`src/hdl/sha_alu_map.vh`:
```
`ifndef SHA_ALU_MAP_VH
`define SHA_ALU_MAP_VH

// ----------------------------------------
// operation codes
// ----------------------------------------
`define SHA_OP_W 4
`define SHA_OP_HALF_ADDSUB_X 4'h0
`define SHA_OP_HALF_SUBADD_X 4'h1
`define SHA_OP_HALF_SUB_HW 4'h2
`define SHA_OP_HALF_SUB_BY 4'h3
`define SHA_OP_SUB_HW 4'h4
`define SHA_OP_SUB_BY 4'h5
`define SHA_OP_ADDSUB_X 4'h6
`define SHA_OP_SUBADD_X 4'h7
`define SHA_OP_TEST_AND 4'h8
`define SHA_OP_TEST_XOR 4'h9
`define SHA_OP_ADD_HW 4'hA
`define SHA_OP_ADD_BY 4'hB

// ----------------------------------------
// lane layout
// ----------------------------------------
`define SHA_HI 31:16
`define SHA_LO 15:0
`define SHA_SIGN 31
`define SHA_REG_W 4
`define SHA_HW_W 16
`define SHA_BY_W 8
`endif

```
`src/hdl/sha_lane.v`:
```
`include "sha_alu_map.vh"
// one lane of width W: add or subtract, optionally halved
module sha_lane #(
    parameter W = 8
) (
    input wire [W-1:0] a,
    input wire [W-1:0] b,
    input wire sub,
    input wire halve,
    input wire sgn,
    output wire [W-1:0] y
);
    wire [W:0] ax;
    wire [W:0] bx;
    wire [W:0] s;
    // one extra bit so the halved value never overflows
    assign ax = {sgn & a[W-1], a};
    assign bx = {sgn & b[W-1], b};
    assign s = sub ? (ax - bx) : (ax + bx);
    // wraps inside the lane, no carry leaves it
    assign y = halve ? s[W:1] : s[W-1:0];
endmodule

```
`src/hdl/sha_alu.v`:
```
`include "sha_alu_map.vh"
module sha_alu (
    ref_clk,
    rst_n,
    clk_en,
    issue,
    cond_pass,
    op,
    first_idx,
    rd_idx,
    rd_given,
    op_a,
    op_b,
    shift_carry,
    flag_v_in,
    result_q,
    wr_en_q,
    wr_idx_q,
    flags_we_q,
    flag_n_q,
    flag_z_q,
    flag_c_q,
    flag_v_q
);
    // ----------------------------------------
    // parameters
    // ----------------------------------------
    parameter DW = 32;
    parameter HW = `SHA_HW_W;
    parameter BW = `SHA_BY_W;
    localparam NHW = DW / HW;
    localparam NBY = DW / BW;

    // ----------------------------------------
    // inputs
    // ----------------------------------------
    input wire ref_clk;
    input wire rst_n;
    input wire clk_en;
    input wire issue;
    input wire cond_pass;
    input wire [`SHA_OP_W-1:0] op;
    input wire [`SHA_REG_W-1:0] first_idx;
    input wire [`SHA_REG_W-1:0] rd_idx;
    input wire rd_given;
    input wire [DW-1:0] op_a;
    input wire [DW-1:0] op_b;
    input wire shift_carry;
    input wire flag_v_in;

    // ----------------------------------------
    // outputs
    // ----------------------------------------
    output reg [DW-1:0] result_q;
    output reg wr_en_q;
    output reg [`SHA_REG_W-1:0] wr_idx_q;
    output reg flags_we_q;
    output reg flag_n_q;
    output reg flag_z_q;
    output reg flag_c_q;
    output reg flag_v_q;

    // ----------------------------------------
    // operation decode
    // ----------------------------------------
    // exchange forms pair a.hi with b.lo and a.lo with b.hi, except SHA_OP_ADDSUB_X, which pairs a.hi with b.lo in both lanes
    reg [DW-1:0] a_lane;
    reg [DW-1:0] b_lane;
    reg sub_hi;
    reg sub_lo;
    reg sub_by;
    reg halve;
    reg sgn;
    reg bytes;
    reg is_test;
    reg is_xor;
    reg known;

    always @* begin
        a_lane = op_a;
        b_lane = op_b;
        sub_hi = 1'b0;
        sub_lo = 1'b0;
        sub_by = 1'b0;
        halve = 1'b0;
        sgn = 1'b1;
        bytes = 1'b0;
        is_test = 1'b0;
        is_xor = 1'b0;
        known = 1'b1;
        case (op)
            `SHA_OP_HALF_ADDSUB_X: begin
                b_lane = {op_b[`SHA_LO], op_b[`SHA_HI]};
                sub_lo = 1'b1;
                halve = 1'b1;
            end
            `SHA_OP_HALF_SUBADD_X: begin
                b_lane = {op_b[`SHA_LO], op_b[`SHA_HI]};
                sub_hi = 1'b1;
                halve = 1'b1;
            end
            `SHA_OP_HALF_SUB_HW: begin
                sub_hi = 1'b1;
                sub_lo = 1'b1;
                halve = 1'b1;
            end
            `SHA_OP_HALF_SUB_BY: begin
                sub_by = 1'b1;
                halve = 1'b1;
                bytes = 1'b1;
            end
            `SHA_OP_SUB_HW: begin
                sub_hi = 1'b1;
                sub_lo = 1'b1;
            end
            `SHA_OP_SUB_BY: begin
                sub_by = 1'b1;
                bytes = 1'b1;
            end
            `SHA_OP_ADDSUB_X: begin
                // both lanes read a.hi and b.lo; only the lower one subtracts
                a_lane = {op_a[`SHA_HI], op_a[`SHA_HI]};
                b_lane = {op_b[`SHA_LO], op_b[`SHA_LO]};
                sub_lo = 1'b1;
            end
            `SHA_OP_SUBADD_X: begin
                b_lane = {op_b[`SHA_LO], op_b[`SHA_HI]};
                sub_lo = 1'b1;
            end
            `SHA_OP_ADD_HW: begin
                sgn = 1'b0;
            end
            `SHA_OP_ADD_BY: begin
                sgn = 1'b0;
                bytes = 1'b1;
            end
            `SHA_OP_TEST_AND: begin
                is_test = 1'b1;
            end
            `SHA_OP_TEST_XOR: begin
                is_test = 1'b1;
                is_xor = 1'b1;
            end
            default: begin
                // spare codes neither write a register nor touch the flags
                known = 1'b0;
            end
        endcase
    end

    // ----------------------------------------
    // lane arithmetic
    // ----------------------------------------
    // both lane sets run every cycle; cheaper than sharing adders across widths
    wire [DW-1:0] y16;
    wire [DW-1:0] y8;
    genvar g;

    generate
        // the upper halfword lane is the last index
        for (g = 0; g < NHW; g = g + 1) begin : hw
            sha_lane #(
                .W(HW)
            ) u_lane (
                .a(a_lane[HW*g+HW-1:HW*g]),
                .b(b_lane[HW*g+HW-1:HW*g]),
                .sub((g == NHW - 1) ? sub_hi : sub_lo),
                .halve(halve),
                .sgn(sgn),
                .y(y16[HW*g+HW-1:HW*g])
            );
        end

        // byte lanes never see the exchange remap
        for (g = 0; g < NBY; g = g + 1) begin : by
            sha_lane #(
                .W(BW)
            ) u_lane (
                .a(op_a[BW*g+BW-1:BW*g]),
                .b(op_b[BW*g+BW-1:BW*g]),
                .sub(sub_by),
                .halve(halve),
                .sgn(sgn),
                .y(y8[BW*g+BW-1:BW*g])
            );
        end
    endgenerate

    // ----------------------------------------
    // result select
    // ----------------------------------------
    // one lane set is kept, the other is dropped
    reg [DW-1:0] lane_res;
    always @* begin
        case (bytes)
            1'b1: lane_res = y8;
            default: lane_res = y16;
        endcase
    end

    // ----------------------------------------
    // test operations
    // ----------------------------------------
    // the value only feeds the flags and is never written back
    wire [DW-1:0] tval;
    assign tval = is_xor ? (op_a ^ op_b) : (op_a & op_b);

    // ----------------------------------------
    // zero detect
    // ----------------------------------------
    // per-byte reduction keeps the zero tree shallow
    wire [NBY-1:0] tzero;
    generate
        for (g = 0; g < NBY; g = g + 1) begin : zb
            assign tzero[g] = ~|tval[BW*g+BW-1:BW*g];
        end
    endgenerate

    // ----------------------------------------
    // test flags
    // ----------------------------------------
    // carry comes from the operand shifter outside; overflow is passed back
    reg tflag_n;
    reg tflag_z;
    reg tflag_c;
    reg tflag_v;
    always @* begin
        tflag_n = tval[`SHA_SIGN];
        tflag_z = &tzero;
        tflag_c = shift_carry;
        tflag_v = flag_v_in;
    end

    // ----------------------------------------
    // acceptance
    // ----------------------------------------
    // a failed condition leaves both registers and flags untouched
    wire go;
    assign go = issue & cond_pass & known;
    wire do_write;
    wire do_flags;
    assign do_write = go & ~is_test;
    assign do_flags = go & is_test;

    // ----------------------------------------
    // next values
    // ----------------------------------------
    reg [DW-1:0] result_d;
    reg wr_en_d;
    reg [`SHA_REG_W-1:0] wr_idx_d;
    reg flags_we_d;
    reg flag_n_d;
    reg flag_z_d;
    reg flag_c_d;
    reg flag_v_d;

    // an idle cycle keeps every value and drops both pulses
    always @* begin
        result_d = result_q;
        wr_en_d = do_write;
        wr_idx_d = wr_idx_q;
        flags_we_d = do_flags;
        flag_n_d = flag_n_q;
        flag_z_d = flag_z_q;
        flag_c_d = flag_c_q;
        flag_v_d = flag_v_q;
        if (do_write) begin
            result_d = lane_res;
            // caller keeps stack pointer and program counter out; no check here
            wr_idx_d = rd_given ? rd_idx : first_idx;
        end

        if (do_flags) begin
            flag_n_d = tflag_n;
            flag_z_d = tflag_z;
            flag_c_d = tflag_c;
            flag_v_d = tflag_v;
        end
    end

    // ----------------------------------------
    // output registers
    // ----------------------------------------
    // reset wins over the clock enable so a frozen core can still be cleared
    always @(posedge ref_clk) begin
        if (!rst_n) begin
            result_q <= {DW{1'b0}};
            wr_en_q <= 1'b0;
            wr_idx_q <= {`SHA_REG_W{1'b0}};
            flags_we_q <= 1'b0;
            flag_n_q <= 1'b0;
            flag_z_q <= 1'b0;
            flag_c_q <= 1'b0;
            flag_v_q <= 1'b0;
        end else if (clk_en) begin
            result_q <= result_d;
            wr_en_q <= wr_en_d;
            wr_idx_q <= wr_idx_d;
            flags_we_q <= flags_we_d;
            flag_n_q <= flag_n_d;
            flag_z_q <= flag_z_d;
            flag_c_q <= flag_c_d;
            flag_v_q <= flag_v_d;
        end
    end
endmodule

```
`config.mk`:
```
export PLATFORM = sky130hd
export DESIGN_NAME = sha_alu
export DESIGN_NICKNAME = d
export VERILOG_FILES = /design/src/hdl/sha_lane.v /design/src/hdl/sha_alu.v
export VERILOG_INCLUDE_DIRS = /design/src /design/src/hdl
export SDC_FILE = /design/constraint.sdc
export NUM_CORES = 1
export LEC_CHECK = 0
export ABC_AREA = 1
export BUFFER_PORTS_ARGS = -buffer_cell sky130_fd_sc_hd__clkbuf_2
export CAP_MARGIN = 5
export CORE_ASPECT_RATIO = 0.6
export CORE_MARGIN = 2
export CORE_UTILIZATION = 60
export DETAILED_ROUTE_END_ITERATION = 16
export PLACE_DENSITY = 0.8
export SLEW_MARGIN = 20
export SYNTH_ARGS = -nofsm -noshare
export SYNTH_HDL_FRONTEND = slang
export SYNTH_SLANG_ARGS = --single-unit
```
`constraint.sdc`:
```
create_clock -name ref_clk -period 4.5 [get_ports ref_clk]
set_input_delay 0.225 -clock ref_clk [delete_from_list [all_inputs] [get_ports ref_clk]]
set_output_delay 0.225 -clock ref_clk [all_outputs]
set_load 0.005 [all_outputs]
```
# Yosys cells after proc, flatten, opt, wreduce, memory -nomap -nowiden
# Index checks and enable logic that the tools add are counted.
[classes]
n_addsub = 12
n_eq_ne = 11
muxes = 26
bitwise_logic = 19
reduce_logical = 21
[ops]
columns = ["cell", "count"]
rows = [
  ["32-bit two-way mux", 2],
  ["32-bit case mux with 2 select lines", 1],
  ["16-bit two-way mux", 3],
  ["9-bit adder", 4],
  ["9-bit two-way mux", 4],
  ["9-bit subtractor", 4],
  ["17-bit adder", 2],
  ["17-bit two-way mux", 2],
  ["17-bit subtractor", 2],
  ["32-bit AND", 1],
  ["8-bit two-way mux", 4],
  ["8-bit OR reduction", 4],
  ["32-bit XOR", 1],
  ["1-bit AND", 16],
  ["4-bit by 3-bit equality test with 1-bit output (second input constant)", 4],
  ["4-bit equality test (second input constant)", 4],
  ["12-bit OR reduction", 1],
  ["1-bit two-way mux", 9],
  ["3-bit OR reduction", 3],
  ["4-bit by 2-bit equality test with 1-bit output (second input constant)", 2],
  ["2-bit OR reduction", 3],
  ["5-bit OR reduction", 1],
  ["4-bit by 1-bit equality test with 1-bit output (second input constant)", 1],
  ["1-bit logical NOT", 4],
  ["6 further kinds", 7],
]
[totals]
ff_bits = 42
inputBits = 84
output_inout_bits = 42
wordCells = 97

# Longest topological paths before layout
[depth]
depth_word = 8
depth_mapped = 29
depth_no_buf = 28

# By module
# From an unflattened synthesis, not the netlist that was laid out.
[hier_totals]
hier_cells = 1616
hier_area_um2 = 9257.6
[by_module_without_submodules]
columns = ["module", "n_inst", "cells_each", "area_each_um2"]
rows = [
  ["sha_alu", 1, 491, 3301.9],
  ["sha_lane (by[0].u_lane ...)", 4, 130, 685.7],
  ["sha_lane (hw[0].u_lane)", 1, 315, 1644.1],
  ["sha_lane (hw[1].u_lane)", 1, 290, 1569.0],
]

# Least setup slack after synthesis
# No wires, ideal clock.
[synth_path]
kind = "input port to flip-flop"
from = "in op[0]"
to = "reg result_q[31]"
t_arrival_ns = 3.389
path_slack_ns = 1.040
path_stages = 27
path_buffers = 2
cell_sequence = "buf_2 -> nor2_1 -> nand2_2 -> nand3_4 -> buf_6 -> nand2_1 -> o21ai_2 -> ha_1 -> nand3_1 -> nor2_1 -> nand2_1 -> nand2_2 -> o21ai_0 -> a21oi_1 -> xnor2_1 -> ha_1 -> nand2_1 -> inv_1 -> a21oi_1 -> o21ai_0 -> o21bai_1 -> or2_2 -> nand2_1 -> nand2_1 -> nand3_1 -> nand2_1 -> a21oi_1"
[synth_between]
elab_chain_cells = 8
elab_cells_between_ends = 45
[synth_rtl]
columns = ["element", "line", "text"]
rows = [
  ["start, declared", "sha_alu.v:42", "input wire [`SHA_OP_W-1:0] op;"],
  ["4-bit by 3-bit equality test with 1-bit output (tied with other cells)", "sha_alu.v:91", "case (op)"],
  ["3-bit OR reduction (no source line) or 2-bit OR reduction (tied branches)", "-", ""],
  ["32-bit case mux with 2 select lines or 1-bit two-way mux (tied branches)", "sha_alu.v:91", ""],
  ["1-bit AND, on equally long branches", "sha_lane.v:18, sha_lane.v:17", ""],
  ["17-bit adder (tied with other cells)", "sha_lane.v:19", "assign s = sub ? (ax - bx) : (ax + bx);"],
  ["17-bit two-way mux or 9-bit two-way mux (tied branches)", "sha_lane.v:19", ""],
  ["16-bit two-way mux or 8-bit two-way mux (tied branches)", "sha_lane.v:21", "assign y = halve ? s[W:1] : s[W-1:0];"],
  ["32-bit two-way mux", "sha_alu.v:195", "case (bytes)"],
  ["end signal, assigned", "sha_alu.v:287", "result_q <= {DW{1'b0}};"],
  ["end signal, assigned", "sha_alu.v:296", "result_q <= result_d;"],
  ["end, declared", "sha_alu.v:54", "output reg [DW-1:0] result_q;"],
]
# Several ways; a longest one is shown, not always the timed one.
# A chain may end at the register's enable or synchronous reset.

# Final worst setup path
# Ends and elaborated chain as after synthesis.

==> run metrics <==
Residual DRC=0; via count=9,378; Core Footprint=about 0.013 mm²; CTS buffer count=5; final hold violation count=0; Post-CTS Setup Inserts=0; Area contributors post-synth=ha_1 (16%), nand2_1 (13%), dfxtp_1 (10%), xor2_1 (8.7%), inv_1 (7.8%); TritonRoute pass-1 iters=5; clock tree from TritonCTS=done; num rows=32; routed length per instance=18.9 µm; area leader, netlist=ha_1; Mapped Cells=1,297; flops & latches, synth=42; Pwr Density=approximately 260 mW/mm²; hpwl dp=24,500 µm; sequential area share after synthesis=0.103; CTS clock-pin slew for the worst setup and hold paths=0.06 ns; Layout Skew=0 ns; GRT Overall Usage=0.408; 1st-iter DRT viols=979; crit path DAT=4.19 ns; top cell type's share of synthesized area=0.158; largest net degree at the start of global routing=73; WL final=between 20,000 and 30,000 µm; measured slew at the worst slew-check pin=about 0.99 ns; die footprint=0.0146 mm²; Final Setup Violations=0; EDFF count, synth=0; max-slew violations=0; Initial Utilization=0.625; port buffer count=~130; post-route minimum period=4.03 ns; # Max-Cap Violations=0; share of cells above drive strength 1=0.146; f_max=0.248 GHz; setup TNS=0 ns; Remaining Overflow, GRT=0; CTS root buffer=clkbuf_16; post-synthesis cell area=0.00818 mm²; number of global-route vias before repair=8,638; Ys Warns=0; count of cell types in the netlist=55; Hold Buf Count CTS=0; Clock Latency Late Sink=0.29 ns; area delta synth->final=10.9%; Req. time, crit path=4.66 ns; relative slew slack=0.339; RSZ-0062 raised after global routing=false; Pleak=4.85 nW; worst vdd ir=0.168 mV; Synth Area per Inst=6.31 µm²; worst hold path type=primary input to flop; antenna-violating nets left=0; crit path max fanout=19; # nets final=1,587; status=finished, final reports clean; Finished Cell Area=0.00907 mm²; final period utilization=0.896; drt via density=5.99; first-pass GRT wire length=45,900 µm; crit end category=flop; die height=94.4 µm; syn_nets=1,490; critical path class=primary input to flop; post_cts resized=0; FF-to-FF setup slack=around 3.7 ns; crit start category=primary input; htree depth=2; DIE WIDTH=155 µm; Post-DP Area=0.00887 mm²; CTS Buffer Depth=2; top_reg_cell synth=dfxtp_1; async set-reset flop share out of synthesis=0; initial antenna violation count=0; Placer Congestion=1.12; IO Pins=around 130; Num Clock Sinks=42
-- critical path, stage by stage --
cell      delay (ns)
clkbuf_2        0.16
nand2_2         0.10
inv_2           0.05
nand2_2         0.30
nand3_4         0.29
nand2_1         0.20
and2_1          0.19
nand3_2         0.11
nor3_2          0.15
nand3_1         0.15
nor2_1          0.14
nand3_1         0.11
nand2_1         0.13
nand2_1         0.07
xor2_1          0.14
ha_1            0.33
inv_1           0.07
o21ai_0         0.29
a21oi_1         0.14
nor2_1          0.13
nor3_1          0.06
and2_0          0.16
inv_1           0.07
nand3_1         0.07
nand3_1         0.08
nand3_1         0.08
nand2_1         0.10
a21oi_1         0.05
-- state kept, by name, indices dropped and copies added, names as in the netlist --
signal      flops
result_q       32
wr_idx_q        4
flag_c_q        1
flag_n_q        1
flag_v_q        1
flag_z_q        1
flags_we_q      1
wr_en_q         1
-- cell usage after synthesis (7+ instances only) --
cell type / n
nand2_1: 283
inv_1: 170
ha_1: 103
nand3_1: 98
o21ai_0: 88
xor2_1: 81
nor2_1: 76
a21oi_1: 75
dfxtp_1: 42
clkbuf_1: 32
nand4_1: 29
o211ai_1: 28
a31oi_1: 20
xnor2_1: 20
nor3_1: 16
mux2_2: 13
nor4_1: 13
o21ai_2: 10
or2_2: 10
nand2_2: 8
o221ai_1: 7
-- logic make-up (layout without fill, tap and decap cells) --
kind of cell / Yosys count / count (layout) / share of synthesized area
XOR/XNOR: 101 / 101 / 0.108
other: 0 / 1 / 0
adder cells (fa/ha/maj): 109 / 109 / 0.172
buffers and inverters: 220 / 318 / 0.108
flip-flops: 42 / 42 / 0.103
AO/OA/AOI/OAI: 258 / 258 / 0.189
AND/OR/NAND/NOR: 554 / 554 / 0.302
multiplexers: 13 / 13 / 0.0179
-- placed cells by master, fill, tap and decap left out, types with 3 or more instances in the layout --
master,instances
a21o_1,6
a21oi_1,75
a31oi_1,20
and2_0,3
and2_1,3
buf_4,11
clkbuf_16,5
clkbuf_2,125
dfxtp_1,42
fa_1,6
ha_1,103
inv_1,170
mux2_2,13
nand2_1,283
nand2_2,8
nand3_1,98
nand3b_1,3
nand4_1,29
nor2_1,76
nor2_2,3
nor3_1,16
nor4_1,13
o211ai_1,28
o21ai_0,88
o21ai_2,10
o21bai_1,6
o221ai_1,7
or2_2,10
xnor2_1,20
xor2_1,81
-- where the power goes --
part | internal, mW | switching (mW)
combinational | 0.542 | 0.977
clock | 0.319 | 0.164
sequential | 0.388 | 0.00830
-- worst paths after layout --
check / from / to / cells past startpoint
hold reg to reg: flags_we_q$_SDFFE_PN0P_ / flags_we_q$_SDFFE_PN0P_ / 2
setup / recovery: op[0] / result_q[31]$_SDFFE_PN0P_ / 28
setup reg to reg: flag_n_q$_SDFFE_PN0P_ / flag_n_q$_SDFFE_PN0P_ / 2
hold / removal: flag_v_in / flag_v_q$_SDFFE_PN0P_ / 3
-- per-stage QoR --
stage / hold WS [ns] / setup slack (ns) / cells / util / power (mW)
floorplan: 0.360 / 1.04 / 1297 / - / 1.47
global placement: 0.452 / 0.513 / 1557 / 0.678 / 1.85
detailed placement: 0.459 / 0.351 / 1557 / 0.678 / 1.87
CTS: 0.180 / 0.623 / 1565 / 0.692 / 2.36
global route: 0.186 / 0.101 / 1565 / 0.692 / 2.58
finish: 0.183 / 0.470 / 1566 / 0.693 / 2.40
-- final cells by class --
type                       count  area, µm²
clock buffer                   5        125
clock inverter                 3       68.8
timing repair buffer         136        708
multi-input combinational   1035       6460
tap                          170        213
antenna                        1       2.50
fill                        1208       4030
inverter                     174        653
sequential                    42        841
-- per-layer routing --
layer,vias up,part of all wire,global-route usage
li1,4552,-,-
met1,4250,0.43,0.546
met2,515,0.41,0.621
met3,61,0.13,0.140
met4,0,0.032,0.127
met5,-,0,0
Note: power is estimated with default switching activity, not from simulation.
